$ cat src/logic/par_chan_irq_defines.vh
// Purpose: constants for the parallel channel interrupt and configuration block
// Assumes: register indices are scaled by four to reach AXI4-Lite byte addresses
// Notes: definitions only
`ifndef PAR_CHAN_IRQ_DEFINES_VH
`define PAR_CHAN_IRQ_DEFINES_VH

// Register indices, byte address is four times the index
`define IDX_CONFIG 8'h20
`define IDX_IRQ_ENABLE 8'h22
`define IDX_IRQ_STATUS 8'h23
`define IDX_NEG_STATUS 8'h24
`define IDX_REMOTE_ADDR 8'h25
`define IDX_MANUAL_DATA 8'h26
`define IDX_ZERO_DETECT 8'h2c
`define IDX_ONES_DETECT 8'h2d
`define IDX_IRQ_MASK 8'h2e

// Reset values
`define RST_CONFIG 8'h00
`define RST_IRQ_ENABLE 8'h00
`define RST_IRQ_STATUS 8'h00
`define RST_DETECT 8'h00
// Host pins at their idle levels: init_n high, the rest low
`define RST_PINS 4'h4

// Status and enable bit positions, one layout for both
`define BIT_TEST_TIMER 6
`define BIT_NEG_CHANGED 5
`define BIT_SIG_EDGE 4
`define BIT_ADDR_WRITTEN 3
`define BIT_DIR_CHANGED 2
`define BIT_IDENT_REQ 1
`define BIT_INIT_PULSE 0
`define STATUS_USED 8'h7f

// Configuration bit positions
`define CFG_MANUAL 7
`define CFG_NEG_EN 6
`define CFG_XFER_EN 5
`define CFG_IGN_SEL 4
`define CFG_TMR_HI 3
`define CFG_TMR_LO 2
`define CFG_MAN_DIR 1
`define CFG_MAN_OE 0

// Host pin positions in the detect registers
`define PIN_HOST_CLK 0
`define PIN_HOST_BUSY 1
`define PIN_INIT_N 2
`define PIN_NEG_REQ 3
`define DETECT_USED 8'h0f

// AXI responses
`define RESP_OKAY 2'b00
`define RESP_SLVERR 2'b10

`endif

$ cat src/logic/par_chan_irq.v
// Purpose: interrupt status, enable and configuration of the parallel channel
// Assumes: channel events arrive as one-cycle pulses from logic on aclk
// Notes: host pins and manual data pins pass two flip-flops before use
`timescale 1ns/1ns
`include "par_chan_irq_defines.vh"
`default_nettype none

module par_chan_irq (
    // Clock, reset, enable
    input wire aclk,
    input wire aresetn,
    input wire ce,
    // AXI4-Lite write address
    input wire [9:0] s_axi_awaddr,
    input wire s_axi_awvalid,
    output wire s_axi_awready,
    // AXI4-Lite write data
    input wire [31:0] s_axi_wdata,
    input wire [3:0] s_axi_wstrb,
    input wire s_axi_wvalid,
    output wire s_axi_wready,
    // AXI4-Lite write response
    output reg [1:0] s_axi_bresp,
    output reg s_axi_bvalid,
    input wire s_axi_bready,
    // AXI4-Lite read address
    input wire [9:0] s_axi_araddr,
    input wire s_axi_arvalid,
    output wire s_axi_arready,
    // AXI4-Lite read data
    output reg [31:0] s_axi_rdata,
    output reg [1:0] s_axi_rresp,
    output reg s_axi_rvalid,
    input wire s_axi_rready,
    // Channel state machine events
    input wire [7:0] negotiation_status,
    input wire remote_addr_strobe,
    input wire [7:0] remote_addr_data,
    input wire direction_reversed,
    input wire bidir_mode,
    input wire compat_active,
    input wire ident_request,
    input wire test_timer_overflow,
    // Host control pins, asynchronous
    input wire host_clk_pin,
    input wire host_busy_pin,
    input wire init_n_pin,
    input wire neg_req_pin,
    // Manual data pins
    input wire [7:0] pdata_in,
    output reg [7:0] pdata_out,
    output reg pdata_oe,
    // Configuration out to the channel
    output wire manual_select,
    output wire negotiation_enable,
    output wire transfer_enable,
    output wire ignore_select_in,
    output wire [1:0] host_timer_test_ctl,
    output wire compat_mode,
    // Interrupt
    output reg irq
);

    // Byte address of a register index
    function [9:0] reg_addr;
        input [7:0] idx;
        begin
            reg_addr = {idx, 2'b00};
        end
    endfunction

    // Register file
    reg [7:0] parallel_config;
    reg [7:0] chan_irq_enable_reg;
    reg [7:0] chan_irq_status_reg;
    reg [7:0] negotiation_status_reg;
    reg [7:0] remote_addr_reg;
    reg [7:0] manual_data_reg;
    reg [7:0] zero_detect_reg;
    reg [7:0] ones_detect_reg;
    reg [7:0] neg_status_prev;
    reg neg_primed;

    // Synchronisers
    reg [3:0] pin_meta;
    reg [3:0] pin_sync;
    reg [3:0] pin_prev;
    reg [7:0] pdata_meta;
    reg [7:0] pdata_sync;

    // AXI holding state
    reg aw_held;
    reg w_held;
    reg [9:0] aw_addr;
    reg [7:0] w_byte;
    reg w_lane0;

    wire aw_hs;
    wire w_hs;
    wire ar_hs;
    wire do_write;
    wire [9:0] wr_addr;
    wire [7:0] wr_byte;
    wire wr_lane0;
    wire wr_hit;
    wire clr_status;
    wire [3:0] pin_rise;
    wire [3:0] pin_fall;
    wire sig_edge;
    wire init_edge;
    wire neg_change;
    wire [7:0] status_set;
    wire [7:0] rd_byte;
    wire rd_hit;

    // Mode decoding from the configuration register
    assign manual_select = parallel_config[`CFG_MANUAL];
    assign negotiation_enable = parallel_config[`CFG_NEG_EN];
    assign transfer_enable = parallel_config[`CFG_XFER_EN];
    assign ignore_select_in = parallel_config[`CFG_IGN_SEL];
    assign host_timer_test_ctl = parallel_config[`CFG_TMR_HI:`CFG_TMR_LO];
    // Outside manual mode, without negotiation enable the port stays in compatibility mode
    assign compat_mode = ~manual_select & (~negotiation_enable | compat_active);

    // Readies low while frozen so no beat is taken and then lost
    assign s_axi_awready = ce & ~aw_held & ~s_axi_bvalid;
    assign s_axi_wready = ce & ~w_held & ~s_axi_bvalid;
    assign s_axi_arready = ce & ~s_axi_rvalid;
    assign aw_hs = s_axi_awvalid & s_axi_awready;
    assign w_hs = s_axi_wvalid & s_axi_wready;
    assign ar_hs = s_axi_arvalid & s_axi_arready;

    // Write fires once both address and data are present
    assign do_write = ce & ~s_axi_bvalid & (aw_held | aw_hs) & (w_held | w_hs);
    assign wr_addr = aw_held ? aw_addr : s_axi_awaddr;
    assign wr_byte = w_held ? w_byte : s_axi_wdata[7:0];
    assign wr_lane0 = w_held ? w_lane0 : s_axi_wstrb[0];

    // Write address decode, unmapped gets an error response
    assign wr_hit = (wr_addr == reg_addr(`IDX_CONFIG)) |
                    (wr_addr == reg_addr(`IDX_IRQ_ENABLE)) |
                    (wr_addr == reg_addr(`IDX_IRQ_STATUS)) |
                    (wr_addr == reg_addr(`IDX_NEG_STATUS)) |
                    (wr_addr == reg_addr(`IDX_REMOTE_ADDR)) |
                    (wr_addr == reg_addr(`IDX_MANUAL_DATA)) |
                    (wr_addr == reg_addr(`IDX_ZERO_DETECT)) |
                    (wr_addr == reg_addr(`IDX_ONES_DETECT));

    // Any write value clears status; a read clears it too
    assign clr_status = (do_write & wr_lane0 &
                         (wr_addr == reg_addr(`IDX_IRQ_STATUS))) |
                        (ar_hs & (s_axi_araddr == reg_addr(`IDX_IRQ_STATUS)));

    // Edges of the synchronised host pins
    assign pin_rise = pin_sync & ~pin_prev;
    assign pin_fall = ~pin_sync & pin_prev;
    // Detect registers only act in manual mode
    assign sig_edge = manual_select &
                      (|((pin_rise & ones_detect_reg[3:0]) |
                         (pin_fall & zero_detect_reg[3:0])));
    // Leading edge of init is its falling edge
    assign init_edge = pin_fall[`PIN_INIT_N] & compat_mode;
    // No change is claimed until a previous value has been seen after reset
    assign neg_change = neg_primed & (negotiation_status != neg_status_prev);

    // Event vector, same layout as the enable register
    assign status_set[7] = 1'b0;
    assign status_set[`BIT_TEST_TIMER] = test_timer_overflow;
    assign status_set[`BIT_NEG_CHANGED] = neg_change;
    assign status_set[`BIT_SIG_EDGE] = sig_edge;
    assign status_set[`BIT_ADDR_WRITTEN] = remote_addr_strobe;
    assign status_set[`BIT_DIR_CHANGED] = direction_reversed & bidir_mode;
    assign status_set[`BIT_IDENT_REQ] = ident_request;
    assign status_set[`BIT_INIT_PULSE] = init_edge;

    // Pin synchronisers; first stage feeds only the second
    always @(posedge aclk) begin
        if (!aresetn) begin
            // Idle levels, so init_n high gives no false edge after reset
            pin_meta <= `RST_PINS;
            pin_sync <= `RST_PINS;
            pin_prev <= `RST_PINS;
            pdata_meta <= 8'h00;
            pdata_sync <= 8'h00;
        end else if (ce) begin
            pin_meta <= {neg_req_pin, init_n_pin, host_busy_pin, host_clk_pin};
            pin_sync <= pin_meta;
            pin_prev <= pin_sync;
            pdata_meta <= pdata_in;
            pdata_sync <= pdata_meta;
        end
    end

    // Status register; a set in the clearing cycle survives
    always @(posedge aclk) begin
        if (!aresetn) begin
            chan_irq_status_reg <= `RST_IRQ_STATUS;
        end else if (ce) begin
            if (clr_status) begin
                chan_irq_status_reg <= status_set & `STATUS_USED;
            end else begin
                chan_irq_status_reg <= (chan_irq_status_reg | status_set) & `STATUS_USED;
            end
        end
    end

    // Interrupt level, one bit of status per enable bit
    always @(posedge aclk) begin
        if (!aresetn) begin
            irq <= 1'b0;
        end else if (ce) begin
            if (clr_status) begin
                irq <= |(status_set & chan_irq_enable_reg & `STATUS_USED);
            end else begin
                irq <= |((chan_irq_status_reg | status_set) & chan_irq_enable_reg &
                         `STATUS_USED);
            end
        end
    end

    // Negotiation status capture; write of any value clears it
    always @(posedge aclk) begin
        if (!aresetn) begin
            negotiation_status_reg <= 8'h00;
            neg_status_prev <= 8'h00;
            neg_primed <= 1'b0;
        end else if (ce) begin
            neg_status_prev <= negotiation_status;
            neg_primed <= 1'b1;
            if (neg_change) begin
                negotiation_status_reg <= negotiation_status;
            end else if (do_write & wr_lane0 &
                         (wr_addr == reg_addr(`IDX_NEG_STATUS))) begin
                negotiation_status_reg <= 8'h00;
            end
        end
    end

    // Remote address capture
    always @(posedge aclk) begin
        if (!aresetn) begin
            remote_addr_reg <= 8'h00;
        end else if (ce && remote_addr_strobe) begin
            remote_addr_reg <= remote_addr_data;
        end
    end

    // Software-written registers
    always @(posedge aclk) begin
        if (!aresetn) begin
            parallel_config <= `RST_CONFIG;
            chan_irq_enable_reg <= `RST_IRQ_ENABLE;
            manual_data_reg <= 8'h00;
            zero_detect_reg <= `RST_DETECT;
            ones_detect_reg <= `RST_DETECT;
        end else if (do_write && wr_lane0) begin
            if (wr_addr == reg_addr(`IDX_CONFIG)) begin
                parallel_config <= wr_byte;
            end
            if (wr_addr == reg_addr(`IDX_IRQ_ENABLE)) begin
                chan_irq_enable_reg <= wr_byte & `STATUS_USED;
            end
            if (wr_addr == reg_addr(`IDX_MANUAL_DATA)) begin
                manual_data_reg <= wr_byte;
            end
            if (wr_addr == reg_addr(`IDX_ZERO_DETECT)) begin
                zero_detect_reg <= wr_byte & `DETECT_USED;
            end
            if (wr_addr == reg_addr(`IDX_ONES_DETECT)) begin
                ones_detect_reg <= wr_byte & `DETECT_USED;
            end
        end
    end

    // Manual data pins; drive only in manual, output direction and enable
    always @(posedge aclk) begin
        if (!aresetn) begin
            pdata_out <= 8'h00;
            pdata_oe <= 1'b0;
        end else if (ce) begin
            pdata_out <= manual_data_reg;
            pdata_oe <= manual_select & parallel_config[`CFG_MAN_DIR] &
                        parallel_config[`CFG_MAN_OE];
        end
    end

    // Write channel holding and response
    always @(posedge aclk) begin
        if (!aresetn) begin
            aw_held <= 1'b0;
            w_held <= 1'b0;
            aw_addr <= 10'h000;
            w_byte <= 8'h00;
            w_lane0 <= 1'b0;
            s_axi_bvalid <= 1'b0;
            s_axi_bresp <= `RESP_OKAY;
        end else if (ce) begin
            if (do_write) begin
                aw_held <= 1'b0;
                w_held <= 1'b0;
                s_axi_bvalid <= 1'b1;
                s_axi_bresp <= wr_hit ? `RESP_OKAY : `RESP_SLVERR;
            end else begin
                if (aw_hs) begin
                    aw_held <= 1'b1;
                    aw_addr <= s_axi_awaddr;
                end
                if (w_hs) begin
                    w_held <= 1'b1;
                    w_byte <= s_axi_wdata[7:0];
                    w_lane0 <= s_axi_wstrb[0];
                end
                if (s_axi_bvalid && s_axi_bready) begin
                    s_axi_bvalid <= 1'b0;
                end
            end
        end
    end

    // Read multiplexer, narrow registers in the low byte
    assign rd_hit = (s_axi_araddr == reg_addr(`IDX_CONFIG)) |
                    (s_axi_araddr == reg_addr(`IDX_IRQ_ENABLE)) |
                    (s_axi_araddr == reg_addr(`IDX_IRQ_STATUS)) |
                    (s_axi_araddr == reg_addr(`IDX_NEG_STATUS)) |
                    (s_axi_araddr == reg_addr(`IDX_REMOTE_ADDR)) |
                    (s_axi_araddr == reg_addr(`IDX_MANUAL_DATA)) |
                    (s_axi_araddr == reg_addr(`IDX_ZERO_DETECT)) |
                    (s_axi_araddr == reg_addr(`IDX_ONES_DETECT));
    assign rd_byte =
        (s_axi_araddr == reg_addr(`IDX_CONFIG)) ? parallel_config :
        (s_axi_araddr == reg_addr(`IDX_IRQ_ENABLE)) ? chan_irq_enable_reg :
        (s_axi_araddr == reg_addr(`IDX_IRQ_STATUS)) ? chan_irq_status_reg :
        (s_axi_araddr == reg_addr(`IDX_NEG_STATUS)) ? negotiation_status_reg :
        (s_axi_araddr == reg_addr(`IDX_REMOTE_ADDR)) ? remote_addr_reg :
        // Reverse direction reads back the written value, else the pins
        (s_axi_araddr == reg_addr(`IDX_MANUAL_DATA)) ?
            (parallel_config[`CFG_MAN_DIR] ? manual_data_reg : pdata_sync) :
        (s_axi_araddr == reg_addr(`IDX_ZERO_DETECT)) ? zero_detect_reg :
        (s_axi_araddr == reg_addr(`IDX_ONES_DETECT)) ? ones_detect_reg : 8'h00;

    // Read response, one cycle after the address is taken
    always @(posedge aclk) begin
        if (!aresetn) begin
            s_axi_rvalid <= 1'b0;
            s_axi_rdata <= 32'h00000000;
            s_axi_rresp <= `RESP_OKAY;
        end else if (ce) begin
            if (ar_hs) begin
                s_axi_rvalid <= 1'b1;
                s_axi_rdata <= {24'h000000, rd_byte};
                s_axi_rresp <= rd_hit ? `RESP_OKAY : `RESP_SLVERR;
            end else if (s_axi_rvalid && s_axi_rready) begin
                s_axi_rvalid <= 1'b0;
            end
        end
    end

endmodule // par_chan_irq

`default_nettype wire

$ cat config.mk
export PLATFORM = sky130hd
export DESIGN_NAME = par_chan_irq
export DESIGN_NICKNAME = d
export VERILOG_FILES = /design/src/logic/par_chan_irq.v
export VERILOG_INCLUDE_DIRS = /design/src /design/src/logic
export SDC_FILE = /design/constraint.sdc
export NUM_CORES = 1
export LEC_CHECK = 0
export ABC_AREA = 0
export BUFFER_PORTS_ARGS = -buffer_cell sky130_fd_sc_hd__buf_2
export CAP_MARGIN = 20
export CORE_UTILIZATION = 54
export DETAILED_ROUTE_END_ITERATION = 10
export GPL_ROUTABILITY_DRIVEN = 0
export MAX_ROUTING_LAYER = met4
export PLACE_DENSITY = 0.78
export SLEW_MARGIN = 20
export SYNTH_ARGS = -nofsm -noshare
export SYNTH_HDL_FRONTEND = slang
export SYNTH_SLANG_ARGS = --single-unit
$ cat constraint.sdc
create_clock -name aclk -period 2.8 [get_ports aclk]
set_input_delay 0.56 -clock aclk [delete_from_list [all_inputs] [get_ports aclk]]
set_output_delay 0.56 -clock aclk [all_outputs]
set_load 0.05 [all_outputs]
-- Word-level counts from Yosys, hierarchy flattened
Index checks and enable logic that the tools add are counted.
- output and inout bits: 58
- register bits after elaboration: 136
- word-level logic and storage cells: 154
- bitwise gates (word level): 57
- reduce and logical (&&, ||, !) cells: 26
- mux-type cells: 26
- eq/ne operators: 17
- operator list (operator ; number):
    equality test 10 x 8 -> 1 bit (second input constant) ; 16
    two-way mux 8 bit ; 10
    AND reduction 2 bit ; 12
    bitwise AND 1 bit ; 22
    bitwise OR 1 bit ; 18
    bitwise AND 4 bit ; 4
    bitwise AND 7 bit ; 2
    OR reduction 7 bit ; 2
    two-way mux 1 bit ; 10
    two-way mux 10 bit ; 1
    nonzero test 2 bit ; 5
    two-way mux 4 bit ; 2
    inequality test 8 bit ; 1
    NOT 4 bit ; 2
    two-way mux 7 bit ; 1
    NOT 1 bit ; 7
    bitwise OR 7 bit ; 1
    AND reduction 3 bit ; 2
    logical AND 1 bit ; 4
    two-way mux 2 bit ; 2
    bitwise OR 4 bit ; 1
    OR reduction 4 bit ; 1

-- Longest topological paths before layout
Gate-level depths: netlist of run 1.
- word-level depth: 11
- mapped depth: 9
- depth with buffers taken out: 6

-- Least setup slack after synthesis of run 1
OpenSTA, ideal clock, no wires.
- path type: in2reg
- start: input port ce
- end: register chan_irq_status_reg[0]
- arrival: 2554 ps
- path buffers: 2
- data required time: 2681 ps
- path slack: 128 ps
- setup time: 119 ps
- stages: 7
- cell sequence: buf_2 -> nor2b_1 -> nand2_1 -> o32a_1 -> clkbuf_1 -> a22oi_1 -> nor2b_1
- elaborated cells on any way between the ends: 18
- those cells by class: mux: 1; bitwise: 17
- RTL lines (item ; line ; source):
    start, declared ; par_chan_irq.v:12 ; input wire ce,
    bitwise AND 1 bit ; par_chan_irq.v:128 ; assign s_axi_arready = ce & ~s_axi_rvalid;
    named net s_axi_arready ; par_chan_irq.v:29 ; output wire s_axi_arready,
    bitwise AND 1 bit ; par_chan_irq.v:131 ; assign ar_hs = s_axi_arvalid & s_axi_arready;
    bitwise AND 1 bit ; par_chan_irq.v:152 ; (ar_hs & (s_axi_araddr == reg_addr(`IDX_IRQ_STATUS)));
    bitwise OR 1 bit ; par_chan_irq.v:150 ; assign clr_status = (do_write & wr_lane0 &
    two-way mux 7 bit ; par_chan_irq.v:199 ; if (clr_status) begin
    end signal, assigned ; par_chan_irq.v:197 ; chan_irq_status_reg <= `RST_IRQ_STATUS;
    end signal, assigned ; par_chan_irq.v:200 ; chan_irq_status_reg <= status_set & `STATUS_USED;
    end signal, assigned ; par_chan_irq.v:202 ; chan_irq_status_reg <= (chan_irq_status_reg | status_set) & `STATUS_USED;
    end, declared ; par_chan_irq.v:75 ; reg [7:0] chan_irq_status_reg;
The timed path passes the listed nets, and every way through them passes these cells.
A chain may end at the register's enable or synchronous reset.

-- Worst setup path in the final report of run 1
- start: register aw_held
- end: register chan_irq_enable_reg[5]
- word-level cells in the longest chain between the ends: 9
- elaborated cells on any way between the ends: 11
- those cells by class: eq/ne: 1; mux: 1; bitwise: 7; reduce/logical: 2
- RTL lines (item ; line ; source):
    start, declared ; par_chan_irq.v:92 ; reg aw_held;
    start signal, assigned ; par_chan_irq.v:290 ; aw_held <= 1'b0;
    start signal, assigned ; par_chan_irq.v:299 ; aw_held <= 1'b0;
    start signal, assigned ; par_chan_irq.v:305 ; aw_held <= 1'b1;
    NOT 1 bit ; par_chan_irq.v:126 ; assign s_axi_awready = ce & ~aw_held & ~s_axi_bvalid;
    bitwise AND 1 bit (2 in a row) ; par_chan_irq.v:126 ;
    bitwise AND 1 bit ; par_chan_irq.v:129 ; assign aw_hs = s_axi_awvalid & s_axi_awready;
    bitwise OR 1 bit ; par_chan_irq.v:134 ; assign do_write = ce & ~s_axi_bvalid & (aw_held | aw_hs) & (w_held | w_hs);
    bitwise AND 1 bit (2 in a row) ; par_chan_irq.v:134 ;
    logical AND 1 bit ; par_chan_irq.v:256 ; end else if (do_write && wr_lane0) begin
    AND reduction 2 bit (no line) (*) ; n/a ;
    end signal, assigned ; par_chan_irq.v:252 ; chan_irq_enable_reg <= `RST_IRQ_ENABLE;
    end signal, assigned ; par_chan_irq.v:261 ; chan_irq_enable_reg <= wr_byte & `STATUS_USED;
    end, declared ; par_chan_irq.v:74 ; reg [7:0] chan_irq_enable_reg;
Every way passes the cells marked *; elsewhere a longest branch is shown, timed or not.

==> run metrics, run 1 <==
run status finished with violations; failing checks design-rule violations; Max VDD drop 0.4827 mV; initial drt markers 415; commonest register cell after synthesis dfxtp_1; RR Startpoint aw_held$_SDFFE_PN0P_; Sink Count 134; CTS tree built; synthesized cell area 0.006533 mm2; Post-synth EDFFs 0; Root Buffer clkbuf_16; worst r2r dst chan_irq_enable_reg[5]$_SDFFE_PN0P_; Worst-Margin Slew 0.6813 ns; final count of hold timing violations 0; final net count 891; asr flop ratio synth 0%; chip width 112.0 um; Worst Reg-to-Reg Cells 6; Die Y-Extent 112.0 um; setup slack, reg-to-reg 0.27 ns; GR Overflow Total 0; CP Capture Type register; post-cts resize count 0; row count 39; P&R area growth vs syn 16.97%; XOR/XNOR Fraction of Synth Area 1.207%; largest net degree at the start of global routing 46; Tcrit/Tclk final 90.33%; average cell area after synthesis 9.359 um2; initial antenna violation count 0; CTS Hold Bufs 0; Worst EP arrival 2.84 ns; clk_skew 0.007318 ns; Synth Area in Adders 0%; Slew headroom 54.58%; Longest Clk Path Bufs 2; first-pass GRT wire length 26,310 um; TritonCTS buffer count 17; worst setup path endpoint chan_irq_enable_reg[5]$_SDFFE_PN0P_; most frequent cells in the layout 134 x dfxtp_1, 105 x mux2i_1, 101 x buf_2; Largest register FFs 10; count of different cell masters after synthesis 55; Boundary Pins 156; DRC violations left 9; PortBufs 102; crit-path max FO 11; largest family of logic cells by synthesized area simple AND/OR/NAND/NOR gates; vias in the first global route 5,385; cells after synthesis 698; unrepaired setup endpoints after global routing no; Final min period 2.529 ns; multiplexer area fraction after synthesis 17.64%; cell area power density 615.5 mW/mm2; Synth Register Bits 134; Setup TNS 0 ns; max-cap violation count 0; Worst Hold Class input pin to register; DP Wirelength 11,480 um; most common cell after layout, fill and taps aside dfxtp_1; FMAX 395.4 MHz; final hold slack 0.3600 ns; CORE AREA 0.01161 mm2; ANT nets after route 0; Finish-stage setup viols 0; Worst Setup Start Kind register; H-tree levels 4; Worst Setup SP aw_held$_SDFFE_PN0P_; Setup Fix Bufs, Post-CTS 0; vias 5,459; Hold Path Stages 3; Clock transition at path regs 0.06 ns; largest reg by FF count aw_addr; share of layout cells above drive strength 1 20.17%; WP data required 3.11 ns; synth warn 0; routed vias/inst 5.771; Routed WL 16,070 um; GRT Overall Usage 27.64%; simple-gate portion of the synthesized area 20.82%; register area share after synthesis 41.06%; diode count 0; Worst-Skew Late Latency 0.42 ns; Max Slew Vio Count 0; Compound-Gate Fraction of Synth Area 12.97%; 1st-pass router iterations 11; Die ar. 0.01254 mm2; CP Class register to register; WL/cell 16.99 um; leakage power 3.201 nW; hold path start init_n_pin; Fill cells 917; Starting Density 56.25%
-- power by group --
part	internal, W	switching, W
clock	0.00139	0.000765
sequential	0.00197	0.0000432
combinational	0.000193	0.000346
total	0.00355	0.00115
-- through the flow --
| stage | worst slack [ns] | instances | util (%) | total power [W] | instance area [um2] |
|---|---|---|---|---|---|
| floorplan | 0.1277 | 723 | - | 0.002458 | 6626 |
| global placement | 0.1759 | 917 | 60.92 | 0.002566 | 7076 |
| detailed placement | 0.1185 | 917 | 60.92 | 0.002583 | 7076 |
| CTS | 0.2711 | 946 | 65.79 | 0.004726 | 7641 |
| global route | 0.1521 | 946 | 65.79 | 0.004856 | 7641 |
| finish | 0.2709 | 946 | 65.79 | 0.004703 | 7641 |
-- cell usage after synthesis, drive strengths merged (4+ instances only) --
cell type | n | area, um2
a22o | 9 | 78.83
buf | 40 | 272.8
nand3b | 7 | 52.55
nand2b | 5 | 31.28
nor2 | 21 | 78.83
a22oi | 6 | 45.04
mux2i | 105 | 1051
inv | 5 | 18.77
nor4 | 6 | 52.55
and3 | 4 | 25.02
nor2b | 91 | 569.3
dfxtp | 134 | 2683
nand3 | 29 | 157.7
a21oi | 14 | 70.07
mux2 | 9 | 101.4
or4 | 4 | 30.03
nand2 | 54 | 202.7
nor3 | 6 | 35.03
xor2 | 8 | 70.07
a21boi | 27 | 202.7
a31oi | 5 | 31.28
o21ai | 31 | 155.2
clkbuf | 30 | 112.6
o211ai | 5 | 37.54
-- area by class of cell --
type,instances,area (um2),share of cell area [%]
Sequential cell,134,2683,35.11
Inverter,6,22.52,0.2947
Timing Repair Buffer,121,655.6,8.580
Clock inverter,4,70.07,0.9170
Tap cell,143,178.9,2.342
Multi-Input combinational cell,513,3536,46.27
Clock buffer,25,495.5,6.484
-- worst min path at each step --
stage | end | slack (ns)
finish | pin_meta[2]$_SDFFE_PN1P_ | 0.36
global route | pin_meta[2]$_SDFFE_PN1P_ | 0.39
detailed placement | neg_primed$_SDFFE_PN0P_ | 0.44
CTS | pin_meta[2]$_SDFFE_PN1P_ | 0.36
floorplan | neg_primed$_SDFFE_PN0P_ | 0.42
global placement | neg_primed$_SDFFE_PN0P_ | 0.43
-- worst max-delay path, cell delays in order (launching register included) --
cell and delay (ns):
dfxtp_1 0.56, buf_4 0.23, mux2i_1 0.47, nand3_4 0.10, or4_1 0.75, mux2i_1 0.24
nor2b_1 0.07
-- layer usage --
layer / share of wire [%] / GRT usage [%]
met1: 43 / 32.70
met4: 3.7 / 15.73
met5: 0 / -
met2: 46 / 42.53
met3: 7.3 / 7.349
-- cells by family (layout without fill, tap and decap cells) --
logic type      Yosys count  after routing
other cells               1             26
simple gates            243            243
compound gates          121            121
buf+inv                  76            156
mux                     114            114
xor+xnor                  9              9
flops                   134            134
No activity file was read; power rests on OpenSTA's default activity.
==> inputs of run 2 (changes only) <==
BUFFER_PORTS_ARGS = unset   (was -buffer_cell sky130_fd_sc_hd__buf_2)
CORE_UTILIZATION = 64   (was 54)
DONT_BUFFER_PORTS = 1   (was unset)
PLACE_DENSITY = 0.76   (was 0.78)
==> run 2 against run 1 <==
  * The flow now finishes without violations
  * Worst hold slack worse by 0.21 ns
  * Utilization up 6.7 points
  * Count of clock-buffer cells in the layout down 3
  * Clock power grew 2%
  * Sequential share of layout area is 2.6 points higher
  * Global-route usage up 2.9 points
  * Combinational power fell by 31%
  * Non-clock buffer count shrank 104
  * Cell count decreased by 12%
  * Die area fell by 15%
  * First-iteration DRC count is 10% lower
  * Critical path type unchanged
  * Critical endpoint is now parallel_config[2]$_SDFFE_PN0P_
==> run metrics, run 2 (synthesis gave the netlist of run 1 again) <==
Setup Fix Bufs, Post-CTS 0 (unchanged); worst r2r dst parallel_config[2]$_SDFFE_PN0P_; Max VDD drop 0.5743 mV (+19%); Max Slew Vio Count 0 (unchanged); initial drt markers 373 (-10%); Starting Density 66.53% (+10 points); Hold Path Sink negotiation_status_reg[4]$_SDFFE_PN0P_; Worst EP arrival 2.95 ns (+0.11 ns); Worst Hold Class input pin to register; Worst path slowest cell mux2i_1; GR Overflow Total 0 (unchanged); WP data required 3.21 ns (+0.10 ns); Seq. cell area 0.002683 mm2 (unchanged); share of layout cells above drive strength 1 8.974% (-11 points); Die ar. 0.01062 mm2 (-15%); TritonCTS buffer count 17 (unchanged); leakage power 2.746 nW (-14%); CORE AREA 0.009819 mm2 (-15%); Root Buffer clkbuf_8; chip width 103.0 um (-8.0%); Slew headroom 49.63% (-5.0 points); crit-path max FO 11 (unchanged); initial antenna violation count 0 (unchanged); WP buf/inv 1 (unchanged); final net count 787 (-12%); grt peak-use layer met2; DRC violations left 0 (-9); Boundary Pins 156 (unchanged); DP Wirelength 10,490 um (-8.7%); most frequent cells in the layout 134 x dfxtp_1, 105 x mux2i_1, 91 x nor2b_1; first-pass GRT wire length 23,740 um (-9.8%); ANT nets after route 0 (unchanged); routed vias/inst 6.053 (+4.9%); GRT Overall Usage 30.58% (+2.9 points); CP Cell Sequence mux2i_1 -> nand3_1 -> nor2_1 -> buf_4 -> mux2i_1 -> nor2b_1; hold path start negotiation_status[4]; post-cts resize count 0 (unchanged); CTS Hold Bufs 0 (unchanged); met1 usage 36.38% (+3.7 points); vias in the first global route 4,709 (-13%); met2 Track Usage GR 49.59% (+7.1 points); 1st-pass router iterations 6 (-5); run status finished clean; Finish-stage setup viols 0 (unchanged); area of the multi-input gates 0.003536 mm2 (unchanged); max-cap violation count 0 (unchanged); final instance area 0.007121 mm2 (-6.8%); setup slack, reg-to-reg 0.26 ns (about the same); largest net degree at the start of global routing 128 (+180%); Worst-Skew Late Latency 0.53 ns (+0.11 ns); Final min period 2.538 ns (+0.008641 ns); biggest cell delay along the critical path 0.66 ns (-0.09 ns); Die Y-Extent 103.0 um (-8.0%); stages on the worst setup path 6 (unchanged); most common cell after layout, fill and taps aside dfxtp_1; M3 GR Usage 8.814% (+1.5 points); largest reg by FF count aw_addr; Largest register FFs 10 (unchanged); H-tree levels 4 (unchanged); Sink Count 134 (unchanged); Worst Setup Start Kind register; unrepaired setup endpoints after global routing no; crit-path leading delay family multiplexers; diode count 0 (unchanged); final count of hold timing violations 0 (unchanged); CTS tree built; FMAX 394.1 MHz (-0.34%); Worst-Margin Slew 0.7486 ns (+0.06735 ns); row count 36 (-7.7%); crit-path most repeated cell mux2i_1; P&R area growth vs syn 9.002%; Fill cells 729 (-21%); RR Startpoint aw_held$_SDFFE_PN0P_; Longest Clk Path Bufs 2 (unchanged); CP Capture Type register; PortBufs 0 (-100%); Tcrit/Tclk final 90.63% (+0.31 points); Hold Path Stages 1 (-2); placed inst area 0.006535 mm2 (-7.6%); CP Class register to register; cell area power density 645.9 mW/mm2 (+4.9%); Routed WL 15,210 um (-5.4%); Setup TNS 0 ns (unchanged); WL/cell 18.21 um (+7.2%); Worst Reg-to-Reg Cells 6 (unchanged); clk_skew 0.01232 ns (+0.004998 ns); vias 5,054 (-7.4%); Clock transition at path regs 0.06 ns (about the same)
==> run 2: area by class of cell <==
class	instances	area share, %
inverter	6	0.3163
clock buffer	22	6.501
tap	133	2.337
timing repair buffer	17	1.792
sequential	134	37.67
multi-input combinational	513	49.66
clock inverter	10	1.722
==> run 2: worst max path at each step <==
stage / endpoint / slack (ns) / startpoint
2_1_floorplan: chan_irq_status_reg[0]$_SDFFE_PN0P_ / 0.13 / ce
3_3_place_gp: chan_irq_enable_reg[3]$_SDFFE_PN0P_ / 0.28 / s_axi_awaddr[6]
3_5_place_dp: chan_irq_enable_reg[5]$_SDFFE_PN0P_ / 0.26 / s_axi_awaddr[6]
4_1_cts: parallel_config[2]$_SDFFE_PN0P_ / 0.26 / aw_held$_SDFFE_PN0P_
5_1_grt: parallel_config[2]$_SDFFE_PN0P_ / 0.06 / aw_held$_SDFFE_PN0P_
6_report: parallel_config[2]$_SDFFE_PN0P_ / 0.26 / aw_held$_SDFFE_PN0P_
==> run 2: power by group <==
part / internal (W) / switching, W / leakage, nW
Clock: 0.00134 / 0.000844 / 0.277
Combinational: 0.000148 / 0.000224 / 1.38
Sequential: 0.00197 / 0.0000728 / 1.09
==> run 2: stage by stage <==
stage / setup WS (ns) / power, W / cells / util [%] / hold slack, ns
CTS: 0.2637 / 0.004615 / 835 / 72.52 / 0.1061
global placement: 0.2837 / 0.002436 / 803 / 66.55 / 0.4293
finish: 0.2623 / 0.004599 / 835 / 72.52 / 0.1512
global route: 0.06245 / 0.004739 / 835 / 72.52 / 0.1417
floorplan: 0.1277 / 0.002458 / 723 / - / 0.4213
detailed placement: 0.2635 / 0.002449 / 803 / 66.55 / 0.4444
==> run 2: worst register-to-register path, cell delays in order, from the launching register on <==
cell     delay (ns)
dfxtp_1        0.57
mux2i_1        0.66
nand3_1        0.38
nor2_1         0.37
buf_4          0.21
mux2i_1        0.18
nor2b_1        0.06
==> run 2: per-layer routing <==
layer / share of wire, % / wire [um]
met3: 8.3 / 1260
met1: 42 / 6322
met5: 0 / 0
met4: 2.3 / 344
met2: 48 / 7280
